### src/verilog/trwa_pkg.sv
package trwa_pkg;
  localparam int WORD_BITS = 12;
  localparam int HALF_BITS = 6;
  localparam int GROUP_BITS = 3;
  localparam int FIFO_DEPTH = 8;
  // positions inside the six-bit shift buffer
  localparam int SB_LEFT_LO = 0;
  localparam int SB_LEFT_HI = 2;
  localparam int SB_RIGHT_LO = 3;
  localparam int SB_RIGHT_HI = 5;
  // halves of the word holding buffer
  localparam int DB_LOW_LO = 0;
  localparam int DB_LOW_HI = 5;
  localparam int DB_UP_LO = 6;
  localparam int DB_UP_HI = 11;
  localparam logic [0:5] SB_RESET = 6'h00;
  localparam logic [0:11] DB_RESET = 12'h000;
  localparam logic [0:5] LPA_RESET = 6'h00;

  // fill state of the six-bit shift buffer for the current half-word
  typedef enum logic [1:0] {
    ASM_NONE,
    ASM_GROUP,
    ASM_HALF
  } trwa_fill_t;

  // one assembled word as handed to the host; data[0] is word bit 0
  typedef struct packed {
    logic [0:11] data;
    logic par_first;
    logic par_second;
  } trwa_word_t;

  localparam int WORD_T_BITS = $bits(trwa_word_t);
  localparam trwa_word_t WORD_RESET = '{data: 12'h000, par_first: 1'b0, par_second: 1'b0};
endpackage

### src/verilog/trwa_core.sv
`timescale 1ns/100ps
`default_nettype none
module trwa_core #(
  parameter int FIFO_WORDS = trwa_pkg::FIFO_DEPTH
) (
  input wire logic i_clk,                  // 25 MHz system clock
  input wire logic i_sys_rst,              // async reset, active high
  input wire logic i_ce,                   // clock enable, freezes all state when low
  input wire logic i_counter_stage_two,    // control counter stage two level
  input wire logic i_counter_stage_three,  // control counter stage three level
  input wire logic i_timing_track_strobe,  // timing track pulse from the tape, pin
  input wire logic [0:2] i_read_amp,       // read amplifier outputs, pin
  input wire logic i_parity_clear,         // clears accumulator and overrun
  input wire logic i_host_break_ack,       // host takes the offered word
  output logic o_word_transfer_flag,       // break request, word valid
  output trwa_pkg::trwa_word_t o_word,     // offered word with half parities
  output logic [0:5] o_longitudinal_parity, // running xor of checked halves
  output logic o_overrun                   // sticky, a word found the buffer full
);
  import trwa_pkg::*;

  logic strobe_s;
  logic strobe_d;
  logic [0:2] amp_s;
  logic c2_d;
  logic c3_d;
  logic [0:5] six_bit_shift_buffer;
  logic [0:11] word_holding_buffer;
  trwa_fill_t fill;
  logic first_half_done;
  logic par_first;
  logic [0:5] longitudinal_parity_accumulator;
  logic ev_strobe;
  logic c3_fall;
  logic c2_fall;
  logic first_half_event;
  logic second_half_event;
  logic shift_buffer_left_pulse;
  logic buffer_rotation_pulse;
  logic half_full;
  logic push_valid;
  logic push_ready;
  trwa_word_t push_word;
  logic f_out_valid;
  logic f_out_ready;
  trwa_word_t f_out_word;
  logic [WORD_T_BITS-1:0] f_out_bits;

  // pin inputs pass two flops before any logic reads them
  trwa_sync #(.W(1)) u_strobe_sync (
    .i_clk(i_clk),
    .i_sys_rst(i_sys_rst),
    .i_ce(i_ce),
    .i_async(i_timing_track_strobe),
    .o_sync(strobe_s)
  );

  // data and strobe take the same latency, so data is aligned at the edge
  trwa_sync #(.W(GROUP_BITS)) u_amp_sync (
    .i_clk(i_clk),
    .i_sys_rst(i_sys_rst),
    .i_ce(i_ce),
    .i_async(i_read_amp),
    .o_sync(amp_s)
  );

  always_ff @(posedge i_clk or posedge i_sys_rst) begin
    if (i_sys_rst) begin
      strobe_d <= 1'b0;
      c2_d <= 1'b0;
      c3_d <= 1'b0;
    end else if (i_ce) begin
      strobe_d <= strobe_s;
      c2_d <= i_counter_stage_two;
      c3_d <= i_counter_stage_three;
    end
  end

  // only counter stage levels and the strobe start a step
  assign ev_strobe = i_ce && strobe_s && !strobe_d;
  assign c3_fall = i_ce && c3_d && !i_counter_stage_three;
  assign c2_fall = i_ce && c2_d && !i_counter_stage_two;
  // stage three falls together with stage two at the end of a word
  assign first_half_event = c3_fall && !c2_d;
  assign second_half_event = c2_fall;
  assign shift_buffer_left_pulse = ev_strobe && i_counter_stage_three;
  assign buffer_rotation_pulse = first_half_event || second_half_event;
  assign half_full = (fill == ASM_HALF);

  // shift buffer: strobes load positions 3-5, shift pulses move 3-5 to 0-2
  always_ff @(posedge i_clk or posedge i_sys_rst) begin
    if (i_sys_rst) begin
      six_bit_shift_buffer <= SB_RESET;
    end else if (ev_strobe) begin
      if (shift_buffer_left_pulse) begin
        six_bit_shift_buffer[SB_LEFT_LO:SB_LEFT_HI] <=
          six_bit_shift_buffer[SB_RIGHT_LO:SB_RIGHT_HI];
      end
      six_bit_shift_buffer[SB_RIGHT_LO:SB_RIGHT_HI] <= amp_s;
    end
  end

  // a half counts only after a first and then a shifting strobe
  always_ff @(posedge i_clk or posedge i_sys_rst) begin
    if (i_sys_rst) begin
      fill <= ASM_NONE;
    end else if (buffer_rotation_pulse) begin
      fill <= ASM_NONE;
    end else if (ev_strobe) begin
      case (fill)
        ASM_NONE: fill <= shift_buffer_left_pulse ? ASM_NONE : ASM_GROUP;
        ASM_GROUP: fill <= shift_buffer_left_pulse ? ASM_HALF : ASM_GROUP;
        ASM_HALF: fill <= shift_buffer_left_pulse ? ASM_NONE : ASM_GROUP;
        default: fill <= ASM_NONE;
      endcase
    end
  end

  // holding buffer changes only on rotation, so strobes leave it alone
  always_ff @(posedge i_clk or posedge i_sys_rst) begin
    if (i_sys_rst) begin
      word_holding_buffer <= DB_RESET;
    end else if (first_half_event && half_full) begin
      word_holding_buffer[DB_UP_LO:DB_UP_HI] <= six_bit_shift_buffer;
    end else if (second_half_event && half_full && first_half_done) begin
      word_holding_buffer[DB_LOW_LO:DB_LOW_HI] <=
        word_holding_buffer[DB_UP_LO:DB_UP_HI];
      word_holding_buffer[DB_UP_LO:DB_UP_HI] <= six_bit_shift_buffer;
    end
  end

  // a word begun mid-way has no first half and is not offered
  always_ff @(posedge i_clk or posedge i_sys_rst) begin
    if (i_sys_rst) begin
      first_half_done <= 1'b0;
    end else if (first_half_event) begin
      first_half_done <= half_full;
    end else if (second_half_event) begin
      first_half_done <= 1'b0;
    end
  end

  always_ff @(posedge i_clk or posedge i_sys_rst) begin
    if (i_sys_rst) begin
      par_first <= 1'b0;
    end else if (first_half_event && half_full) begin
      par_first <= ^six_bit_shift_buffer;
    end
  end

  // clear and a checked half in one cycle: the half is still folded in
  always_ff @(posedge i_clk or posedge i_sys_rst) begin
    if (i_sys_rst) begin
      longitudinal_parity_accumulator <= LPA_RESET;
    end else if (i_ce) begin
      if (buffer_rotation_pulse && half_full) begin
        longitudinal_parity_accumulator <=
          (i_parity_clear ? LPA_RESET : longitudinal_parity_accumulator)
          ^ six_bit_shift_buffer;
      end else if (i_parity_clear) begin
        longitudinal_parity_accumulator <= LPA_RESET;
      end
    end
  end

  assign o_longitudinal_parity = longitudinal_parity_accumulator;

  // the word pushed is the value the holding buffer takes on this edge
  assign push_valid = second_half_event && half_full && first_half_done;
  assign push_word = '{
    data: {word_holding_buffer[DB_UP_LO:DB_UP_HI], six_bit_shift_buffer},
    par_first: par_first,
    par_second: ^six_bit_shift_buffer
  };

  // tape cannot be stalled, so a full buffer costs the word and flags it
  always_ff @(posedge i_clk or posedge i_sys_rst) begin
    if (i_sys_rst) begin
      o_overrun <= 1'b0;
    end else if (push_valid && !push_ready) begin
      o_overrun <= 1'b1;
    end else if (i_ce && i_parity_clear) begin
      o_overrun <= 1'b0;
    end
  end

  trwa_fifo #(.W(WORD_T_BITS), .DEPTH(FIFO_WORDS)) u_fifo (
    .i_clk(i_clk),
    .i_sys_rst(i_sys_rst),
    .i_ce(i_ce),
    .i_in_valid(push_valid),
    .o_in_ready(push_ready),
    .i_in_data(push_word),
    .o_out_valid(f_out_valid),
    .i_out_ready(f_out_ready),
    .o_out_data(f_out_bits)
  );

  assign f_out_word = trwa_word_t'(f_out_bits);
  assign f_out_ready = i_ce && (!o_word_transfer_flag || i_host_break_ack);

  // flag stands with its word until the host takes it in a break cycle
  always_ff @(posedge i_clk or posedge i_sys_rst) begin
    if (i_sys_rst) begin
      o_word_transfer_flag <= 1'b0;
      o_word <= WORD_RESET;
    end else if (f_out_ready) begin
      o_word_transfer_flag <= f_out_valid;
      if (f_out_valid) begin
        o_word <= f_out_word;
      end
    end
  end
endmodule
`default_nettype wire

### src/verilog/trwa_sync.sv
`timescale 1ns/100ps
`default_nettype none
module trwa_sync #(
  parameter int W = 1
) (
  input wire logic i_clk,           // system clock
  input wire logic i_sys_rst,       // async reset, active high
  input wire logic i_ce,            // clock enable
  input wire logic [W-1:0] i_async, // pin level
  output logic [W-1:0] o_sync       // level after two flops
);
  logic [W-1:0] meta;

  always_ff @(posedge i_clk or posedge i_sys_rst) begin
    if (i_sys_rst) begin
      meta <= '0;
      o_sync <= '0;
    end else if (i_ce) begin
      meta <= i_async;
      o_sync <= meta;
    end
  end
endmodule
`default_nettype wire

### src/verilog/trwa_fifo.sv
`timescale 1ns/100ps
`default_nettype none
module trwa_fifo #(
  parameter int W = 14,
  parameter int DEPTH = 8
) (
  input wire logic i_clk,          // system clock
  input wire logic i_sys_rst,      // async reset, active high
  input wire logic i_ce,           // clock enable
  input wire logic i_in_valid,     // write request
  output logic o_in_ready,         // room for one more word
  input wire logic [W-1:0] i_in_data, // write data
  output logic o_out_valid,        // a word is waiting
  input wire logic i_out_ready,    // reader takes the word
  output logic [W-1:0] o_out_data  // head word
);
  localparam int AW = (DEPTH > 1) ? $clog2(DEPTH) : 1;
  localparam int CW = $clog2(DEPTH + 1);
  logic [W-1:0] mem [DEPTH];
  logic [AW-1:0] wr_ptr;
  logic [AW-1:0] rd_ptr;
  logic [CW-1:0] count;
  logic do_wr;
  logic do_rd;

  assign o_in_ready = (count != CW'(DEPTH));
  assign o_out_valid = (count != '0);
  assign o_out_data = mem[rd_ptr];
  assign do_wr = i_ce && i_in_valid && o_in_ready;
  assign do_rd = i_ce && i_out_ready && o_out_valid;

  always_ff @(posedge i_clk) begin
    if (do_wr) begin
      mem[wr_ptr] <= i_in_data;
    end
  end

  always_ff @(posedge i_clk or posedge i_sys_rst) begin
    if (i_sys_rst) begin
      wr_ptr <= '0;
      rd_ptr <= '0;
      count <= '0;
    end else begin
      if (do_wr) begin
        wr_ptr <= (wr_ptr == AW'(DEPTH - 1)) ? '0 : wr_ptr + 1'b1;
      end
      if (do_rd) begin
        rd_ptr <= (rd_ptr == AW'(DEPTH - 1)) ? '0 : rd_ptr + 1'b1;
      end
      if (do_wr && !do_rd) begin
        count <= count + 1'b1;
      end else if (do_rd && !do_wr) begin
        count <= count - 1'b1;
      end
    end
  end
endmodule
`default_nettype wire

### config.mk
export PLATFORM = sky130hd
export DESIGN_NAME = trwa_core
export DESIGN_NICKNAME = d
export VERILOG_FILES = /design/src/verilog/trwa_pkg.sv /design/src/verilog/trwa_core.sv /design/src/verilog/trwa_sync.sv /design/src/verilog/trwa_fifo.sv
export SDC_FILE = /design/constraint.sdc
export NUM_CORES = 1
export LEC_CHECK = 0
export ABC_AREA = 1
export BUFFER_PORTS_ARGS = -buffer_cell sky130_fd_sc_hd__buf_2
export CORE_MARGIN = 4
export CORE_UTILIZATION = 35
export CTS_BUF_LIST = sky130_fd_sc_hd__clkbuf_8
export CTS_CLUSTER_SIZE = 20
export DETAILED_ROUTE_END_ITERATION = 8
export PLACE_DENSITY = 0.5
export SETUP_SLACK_MARGIN = 0.3
export SLEW_MARGIN = 15
export SYNTH_ARGS = -nofsm -noshare
export SYNTH_HDL_FRONTEND = slang
export SYNTH_HIERARCHICAL = 1
export SYNTH_SLANG_ARGS = --single-unit
### constraint.sdc
create_clock -name i_clk -period 2.31 [get_ports i_clk]
set_input_delay 0.231 -clock i_clk [delete_from_list [all_inputs] [get_ports i_clk]]
set_output_delay 0.231 -clock i_clk [all_outputs]
set_load 0.005 [all_outputs]
### Yosys cells after proc, flatten, opt, wreduce, memory -nomap -nowiden

Memories as Yosys holds them, arrays and structs flattened. A register that Yosys moved wholly into a read port is not among the register bits.
Cells that the tools add are included.

| word-level totals | value |
|---|---|
| register bits after elaboration | 45 |
| bits in writable memories | 112 |
| input port bits | 11 |
| output and inout bits | 22 |
| word-level logic and storage cells | 91 |
| memories kept | 1 |

Memories:

| memory | words | width | read ports | clocked after Yosys merged registers in | write ports | line | source |
|---|---|---|---|---|---|---|---|
| u_fifo.mem | 8 | 14 | 1 | 1 | 1 | trwa_fifo.sv:19 | `logic [W-1:0] mem [DEPTH];` |

| cells by class | value |
|---|---|
| $add $sub $neg | 4 |
| eq/ne operators | 5 |
| mux-type cells | 19 |
| bitwise gates (word level) | 1 |
| reduce and logical (&&, ||, !) cells | 42 |

Operators with widths:

| kind | count |
|---|---|
| 6-bit 2-to-1 mux | 4 |
| 1-bit logical AND | 21 |
| 2-bit nonzero test | 5 |
| 1-bit logical NOT | 8 |
| 4-bit 2-to-1 mux | 2 |
| 1-bit 2-to-1 mux | 7 |
| 3-bit by 1-bit adder with 3-bit output, second input constant | 2 |
| 3-bit == test, second input constant | 2 |
| 2-bit 2-to-1 mux | 3 |
| 3-bit 2-to-1 mux | 2 |
| 6-bit parity | 1 |
| 6-bit XOR | 1 |
| 4-bit by 1-bit adder with 4-bit output, second input constant | 1 |
| 4-bit != test, second input constant | 1 |
| 2-bit one-hot mux with 2 select lines | 1 |
| 2-bit AND reduction | 2 |
| 4-bit nonzero test | 1 |
| 4-bit by 1-bit subtractor with 4-bit output, second input constant | 1 |
| 2-bit by 1-bit == test with 1-bit output, second input constant | 1 |
| 2-bit == test, second input constant | 1 |
| 2-bit logical NOT | 1 |
| 1-bit logical OR | 2 |
| 2-bit OR reduction | 1 |

### Longest topological paths before layout

Gate-level depths: netlist (run 1).

| logic depth | value |
|---|---|
| depth after elaboration | 10 |
| mapped depth | 15 |
| depth with buffers taken out | 15 |

### By module

Netlist (run 1), hierarchy kept.

Modules (own cells, without submodules):

| module | instances | cells an instance | area an instance (um^2) | sequential area each (um^2) |
|---|---|---|---|---|
| trwa_fifo | 1 | 573 | 5521.5 | 3613.5 |
| trwa_core | 1 | 239 | 1900.6 | 1026.0 |
| trwa_sync (u_amp_sync) | 1 | 26 | 225.2 | 150.1 |
| trwa_sync (u_strobe_sync) | 1 | 10 | 80.1 | 50.0 |

### Least setup slack after synthesis (run 1)

OpenSTA, ideal clock, no wires.

| timing | value |
|---|---|
| path kind | register to register |
| start point | register fill[0] |
| end point | memory u_fifo.mem[6][0], enable pin |
| library setup time | 0.403 ns |
| arrival time | 2.096 ns |
| required time | 1.907 ns |
| path slack | -0.189 ns |
| cell stages (with the launch flop) | 7 |
| buffers on the path | 1 |
| clock period less this slack | 2.499 ns |
| cell sequence | dfrtp_1 -> nor2_1 -> nand4_2 -> inv_1 -> nand3_1 -> buf_4 -> nor3_1 |

| on the way | value |
|---|---|
| longest elaborated chain between the ends | 7 |

RTL lines:

| element | line | source |
|---|---|---|
| start: declaration | trwa_core.sv:29 | `trwa_fill_t fill;` |
| start signal: assignment | trwa_core.sv:111 | `ASM_NONE: fill <= shift_buffer_left_pulse ? ASM_NONE : ASM_GROUP;` |
| start signal: assignment | trwa_core.sv:112 | `ASM_GROUP: fill <= shift_buffer_left_pulse ? ASM_HALF : ASM_GROUP;` |
| start signal: assignment | trwa_core.sv:113 | `ASM_HALF: fill <= shift_buffer_left_pulse ? ASM_NONE : ASM_GROUP;` |
| 2-bit == test | trwa_core.sv:88 | `assign half_full = (fill == ASM_HALF);` |
| 1-bit logical AND (2 in a row) | trwa_core.sv:169 | `assign push_valid = second_half_event && half_full && first_half_done;` |
| named net push_valid | trwa_core.sv:41 | `logic push_valid;` |
| 1-bit logical AND (2 in a row) | trwa_fifo.sv:29 | `assign do_wr = i_ce && i_in_valid && o_in_ready;` |
| 1-bit 2-to-1 mux | trwa_fifo.sv:33 | `if (do_wr) begin` |
| 1-bit 2-to-1 mux (implied by the code) | trwa_fifo.sv:34 | `mem[wr_ptr] <= i_in_data;` |
| end: declaration | trwa_fifo.sv:19 |  |

The timed path passes the listed nets, and every way through them passes these cells.

### Worst setup path in the final report (run 1)

| timing | value |
|---|---|
| start point | register fill[0] |
| end point | register u_fifo.count[3] |

| on the way | value |
|---|---|
| longest elaborated chain between the ends | 8 |
| elaborated cells on any way between the ends | 10 |
| those cells by class | 1 x eq/ne; 1 x mux; 8 x reduce/logical |

RTL lines:

| element | line | source |
|---|---|---|
| 2-bit == test * | trwa_core.sv:88 |  |
| 1-bit logical AND * (2 in a row) | trwa_core.sv:169 |  |
| named net push_valid | trwa_core.sv:41 |  |
| 1-bit logical AND * (2 in a row) | trwa_fifo.sv:29 |  |
| named net u_fifo.do_wr | trwa_fifo.sv:23 | `logic do_wr;` |
| 1-bit logical NOT | trwa_fifo.sv:52 | `end else if (do_rd && !do_wr) begin` |
| 1-bit logical AND | trwa_fifo.sv:52 |  |
| 2-bit nonzero test (no source line) | -- |  |
| end signal: assignment | trwa_fifo.sv:51 | `count <= count + 1'b1;` |
| end signal: assignment | trwa_fifo.sv:53 | `count <= count - 1'b1;` |
| end: declaration | trwa_fifo.sv:22 | `logic [CW-1:0] count;` |

Mark *: on every way through the listed nets, which the timed path passes. The rest lies on a longest branch.
A chain may end at the register's enable or synchronous reset.

==> results of run 1 <==
-- timing repair --
action	4_1_cts	5_1_grt
setup buffers	1	4
endpoints found under the setup margin	3	113
cloned	0	0
endpoints found under the hold margin	63	0
resized for setup	2	6
hold buffers	5	0
pin swaps	0	2
-- state kept, by name (all words and copies together) (netlist names), 2 cells and up --
name                   count
fill                       2
u_amp_sync/meta            3
u_fifo/mem               112
u_amp_sync/o_sync          3
u_fifo/rd_ptr              3
six_bit_shift_buffer       6
u_fifo/count               4
o_word                    14
u_fifo/wr_ptr              3
o_longitudinal_parity      6
word_holding_buffer        6
-- cell families (layout without fill, tap and decap cells) --
kind of cell	count (synthesis)	after routing	synth area share, %
and+or+nand+nor	514	514	26.6
DFF	171	171	62.6
buffers and inverters	136	209	7.80
AOI/OAI and AO/OA	16	16	1.25
adders and majority gates	8	8	1.39
xor gates and xnor gates	3	3	0.340
-- critical path: stages, from the launching register on --
cell and delay, ns:
dfrtp_2 0.43, nor2_4 0.14, nand4_4 0.09, inv_2 0.08, nand2_2 0.06, a31oi_4 0.18
ha_4 0.18, inv_6 0.05, ha_4 0.21, or2_4 0.23, nand2_2 0.05, nand2_1 0.04
nand3_1 0.06, nand2_1 0.05
-- power groups by stage --
stage / registers [uW] / clock network (uW) / logic, uW
4_1_cts: 3990 / 2470 / 2770
6_report: 3990 / 2400 / 2740
3_3_place_gp: 4060 / 0 / 2730
5_1_grt: 4050 / 2610 / 3190
3_5_place_dp: 4060 / 0 / 2740
2_1_floorplan: 3970 / 0 / 2000
-- through the flow --
| stage | cell area (um^2) | util [%] | worst slack (ns) |
|---|---|---|---|
| 2_1_floorplan | 7820 | - | 0.302 |
| 3_3_place_gp | 8350 | 38.4 | 0.200 |
| 3_5_place_dp | 8350 | 38.4 | 0.159 |
| 4_1_cts | 8890 | 40.8 | 0.327 |
| 5_1_grt | 8940 | 41.1 | 0.239 |
| 6_report | 8940 | 41.1 | 0.351 |
-- metal layers --
metal	up-vias	GRT usage (%)	wire (um)
met4	0	4.13	169
met3	15	2.99	549
met2	70	22.9	7900
li1	2755	-	-
met1	2483	19.5	8110
met5	-	0	0
-- layout by cell type (no fill, tap or decap), types with 3 or more instances in the layout --
| master | netlist | final |
|---|---|---|
| inv_6 | 0 | 3 |
| ha_4 | 0 | 3 |
| nand2_2 | 2 | 4 |
| nor2_1 | 127 | 126 |
| xnor2_1 | 3 | 3 |
| ha_1 | 7 | 4 |
| o21ai_0 | 9 | 9 |
| edfxtp_1 | 112 | 112 |
| buf_4 | 7 | 29 |
| clkbuf_8 | 0 | 17 |
| nand3_1 | 34 | 34 |
| dfrtp_1 | 59 | 57 |
| dlygate4sd3_1 | 0 | 5 |
| nor3_2 | 0 | 8 |
| nand2_1 | 323 | 321 |
| inv_2 | 4 | 7 |
| buf_2 | 8 | 32 |
| bufinv_16 | 0 | 5 |
| nand4_1 | 10 | 10 |
| a21oi_1 | 4 | 4 |
| clkinvlp_4 | 0 | 3 |
| inv_1 | 105 | 102 |
| nor2_4 | 1 | 3 |
-- layout make-up --
| class | count | area (um^2) |
|---|---|---|
| Multi-Input combinational cell | 541 | 2410 |
| Clock inverter | 15 | 223 |
| Fill cell | 2161 | 12800 |
| Clock buffer | 17 | 234 |
| Timing Repair Buffer | 68 | 468 |
| Sequential cell | 171 | 4840 |
| Tap cell | 280 | 350 |
| Inverter | 109 | 414 |
-- worst paths after layout --
kind                       slack (ns)             startpoint  cells after the start                              to
max in group asynchronous        1.40              i_sys_rst                      4             fill[0]$_DFFE_PP0P_
max reg2reg                      0.35    fill[0]$_DFFE_PP0P_                     13     u_fifo/count[3]$_DFFE_PP0P_
min in group asynchronous        0.20              i_sys_rst                      3  u_strobe_sync/meta$_DFFE_PP0P_
min                              0.06  i_counter_stage_three                      4             fill[0]$_DFFE_PP0P_
max                              0.35    fill[0]$_DFFE_PP0P_                     13     u_fifo/count[3]$_DFFE_PP0P_
min reg2reg                      0.47  o_word[8]$_DFFE_PP0P_                      2           o_word[8]$_DFFE_PP0P_
==> reports/metrics.csv, run 1 <==
metric;value;unit
first-pass GRT wire length;26800;um
CTS tree;built;
RSZ-0062 raised after global routing;true;
pwr/cell area;1020;mW/mm^2
Final nets;927;
residual DRC count;0;
initial core utilization;35.5;%
Crit Path Max Fanout;4;
Comb pwr share;30.0;%
Clock Power Share;26.3;%
Antenna Cells;0;
CTS Buf Count;17;
Via density;4.43;
Startpoint Class;flop;
status;completed;
Syn Nets;867;
die width;157;um
Final Hold Viols;0;
top cell type's share of synthesized area;43.5;%
Iter 0 DRT Violations;273;
layout cells sized above 1;14.2;%
WL/cell;13.9;um
DRT antenna net count;0;
site row count;54;
Syn Area/Cell;9.11;um^2
placed insts;1159;
vias in the first global route;5025;
clk_lat worst skew;0.45;ns
most common cell in the netlist;nand2_1;
max_cap viols;0;
sequential fraction of the synthesis area;62.6;%
Post-synth EDFFs;112;
CP Data Arrival Time;2.29;ns
yosys warns;6;
Core Area;0.0218;mm^2
Final Max Slew Viols;0;
internal power;5920;uW
total power;9140;uW
Setup Skew;0.0162;ns
Pleak;0.00420;uW
Psw;3220;uW
asr flop ratio synth;34.5;%
Relative slew margins;60.2;%
port buffer count;32;
hold slack;0.0636;ns
drt pass-1 iters;4;
CTS clk-pin slew, worst paths;0.09;ns
largest net degree at the start of global routing;46;
grt ovf;0;
Placer Congestion;0.740;
maximum vdd drop;480;uV
synthesized flop and latch total;171;
Syn-to-layout area delta;15.7;%
crit path time final;1.96;ns
CTS sink cnt;171;
initial antenna violation count;0;
top cells by count, synth;nand2_1, nor2_1, edfxtp_1, inv_1, dfrtp_1;
Synth Flop Type;edfxtp_1;
I/O Pins;33;
sw frac;35.2;%
final WL;16700;um
Die H;157;um
WS Path Type;reg -> reg;
fin cells;1201;
critical path endpoint category;flop;
top post-synthesis cells by area;edfxtp_1, dfrtp_1, nand2_1;
share of power burned in registers;43.7;%
via count;5323;
Setup violations, final;0;
post-synthesis cell count;848;
final HPWL from detailed placement;11200;um
Root Buffer;clkbuf_8;
Post-Syn Area;0.00773;mm^2
period utilization;84.8;%
Critical Path RT;2.65;ns
GR Util All Layers;14.2;%
clock buffer depth;2;
Die ar.;0.0245;mm^2
Synth cell types;29;
Peak Freq;510;MHz
hold crit path type;in -> reg;
Final TNS setup;0;ns
Synth area leader;edfxtp_1;
worst-margin pin slew;0.597;ns
H-tree levels;4;
Power figures use the tool's default switching activity.
==> run 2: changes to the inputs <==
- clock period: 2.31 -> 1.7 ns (I/O delays scaled with it)
==> run 2 against run 1 <==
Effect of this change: clock skew decreased by 0.0023 ns; largest power group unchanged; fmax is 1.5% higher; the flow now finishes with violations (setup timing); critical endpoint unchanged; largest cell class unchanged; final area up 10%; final cell count up 4.2%.
==> reports/metrics.csv, run 2 (synthesis results as in run 1) <==
metric;value;unit
commonest non-fill, non-tap cell in the layout;nand2_1;
site row count;54;
critical path endpoint category;flop;
Startpoint Class;flop;
initial core utilization;35.5;%
initial antenna violation count;0;
layout cells sized above 1;23.6;%
crit path time final;1.93;ns
pwr/cell area;1300;mW/mm^2
die width;157;um
Final Cell Area;0.00984;mm^2
Syn-to-layout area delta;27.4;%
worst-margin pin slew;0.400;ns
Setup violations, final;115;
vias in the first global route;5332;
final WL;18100;um
biggest regs;u_fifo/mem: 112 flops, o_word: 14 flops;
CTS clk-pin slew, worst paths;0.09;ns
Pleak;0.00458;uW
status;finished with violations;
max FFs per register;112;
Worst Setup Slack, final;-0.229;ns
grt ovf;0;
Root Buffer;clkbuf_8;
failing checks;setup timing;
Post-Place Setup Slack;-0.227;ns
final HPWL from detailed placement;11100;um
WS Path Type;reg -> reg;
CTS tree;built;
max_cap viols;0;
Filler cells;2140;
first-pass GRT wire length;28000;um
largest net degree at the start of global routing;35;
via count;5613;
RSZ-0062 raised after global routing;true;
Reg area;0.00485;mm^2
CTS Buf Count;17;
Relative slew margins;73.3;%
Peak Freq;518;MHz
Core Area;0.0218;mm^2
Die H;157;um
I/O Pins;33;
port buffer count;32;
hold crit path type;in -> reg;
Via density;4.48;
CP Data Arrival Time;2.27;ns
Setup Skew;0.0139;ns
CTS sink cnt;171;
hold slack;0.0856;ns
Placer Congestion;0.760;
clock buffer depth;2;
Core Util, Final;45.2;%
GR Util All Layers;15.0;%
most frequent cells in the layout;nand2_1, edfxtp_1, nor2_1, inv_1, dfrtp_1;
Final Hold Viols;0;
Largest Register;u_fifo/mem;
placed inst area;0.00873;mm^2
Final Max Slew Viols;0;
drt pass-1 iters;5;
Antenna Cells;0;
Iter 0 DRT Violations;343;
Critical Path RT;2.04;ns
maximum vdd drop;648;uV
Crit Path Max Fanout;4;
WL/cell;14.5;um
DRT antenna net count;0;
H-tree levels;4;
period utilization;113;%
area occupied by multi-input gates;0.00274;mm^2
residual DRC count;0;
clk_lat worst skew;0.45;ns
Die ar.;0.0245;mm^2
Final nets;978;
==> run 2: report_power, final <==
group          leakage [uW]  switching (uW)  internal [uW]
Combinational       0.00269            2920           2110
Clock              0.000173            1450            979
Sequential          0.00172             347           4980
Total               0.00458            4710           8060
==> run 2: final timing paths <==
| path | startpoint | endpoint | slack (ns) | cells after the start |
|---|---|---|---|---|
| max in group asynchronous | i_sys_rst | six_bit_shift_buffer[1]$_DFFE_PP0P_ | 0.89 | 4 |
| setup / recovery | fill[0]$_DFFE_PP0P_ | u_fifo/count[3]$_DFFE_PP0P_ | -0.23 | 13 |
| hold reg to reg | o_word[2]$_DFFE_PP0P_ | o_word[2]$_DFFE_PP0P_ | 0.47 | 2 |
| min in group asynchronous | i_sys_rst | u_strobe_sync/o_sync$_DFFE_PP0P_ | 0.14 | 3 |
| hold / removal | i_parity_clear | o_overrun$_DFFE_PP0P_ | 0.09 | 4 |
| setup reg to reg | fill[0]$_DFFE_PP0P_ | u_fifo/count[3]$_DFFE_PP0P_ | -0.23 | 13 |
==> run 2: what timing repair did <==
action | in CTS | in global routing
endpoints found under the hold margin | 37 | 0
cloned | 1 | 4
endpoints found under the setup margin | 151 | 160
pin swaps | 4 | 52
hold buffers | 6 | 0
buffers inserted | 13 | 13
gates resized for setup | 21 | 88
==> run 2: critical path, cell delays in order (launching register included) <==
cell and delay, ns:
dfrtp_1 0.42, nor2_4 0.14, nand4_4 0.09, inv_2 0.08
nand2_2 0.06, a31oi_4 0.17, ha_4 0.17, inv_4 0.05
ha_4 0.21, or2_4 0.23, nand2_2 0.05, nand2_1 0.05
nand3_1 0.06, nand2_1 0.05
==> run 2: routing by layer <==
layer	routed length [um]	part of all wire, %	track usage (%)
met2	8960	49	24.8
met5	0	0	0
met1	8140	45	19.2
met3	808	4.5	3.60
met4	200	1.1	5.50
==> run 2: cell type report <==
cell class              count  share of cell area, %
repair buffers            119                   11.8
clock buffers              17                   2.38
inverters                 109                   4.23
well taps                 280                   3.56
clock inverters            15                  0.903
flip-flops and latches    171                   49.2
multi-input cells         541                   27.9
==> run 2: per-stage QoR <==
step                TNS, ns  total power [uW]  instances
detailed placement   -0.483              9560       1183
global placement     -0.351              9520       1183
floorplan            -10.66              8140        848
CTS                  -18.95             12200       1235
global route         -28.32             13800       1252
finish               -19.98             12800       1252
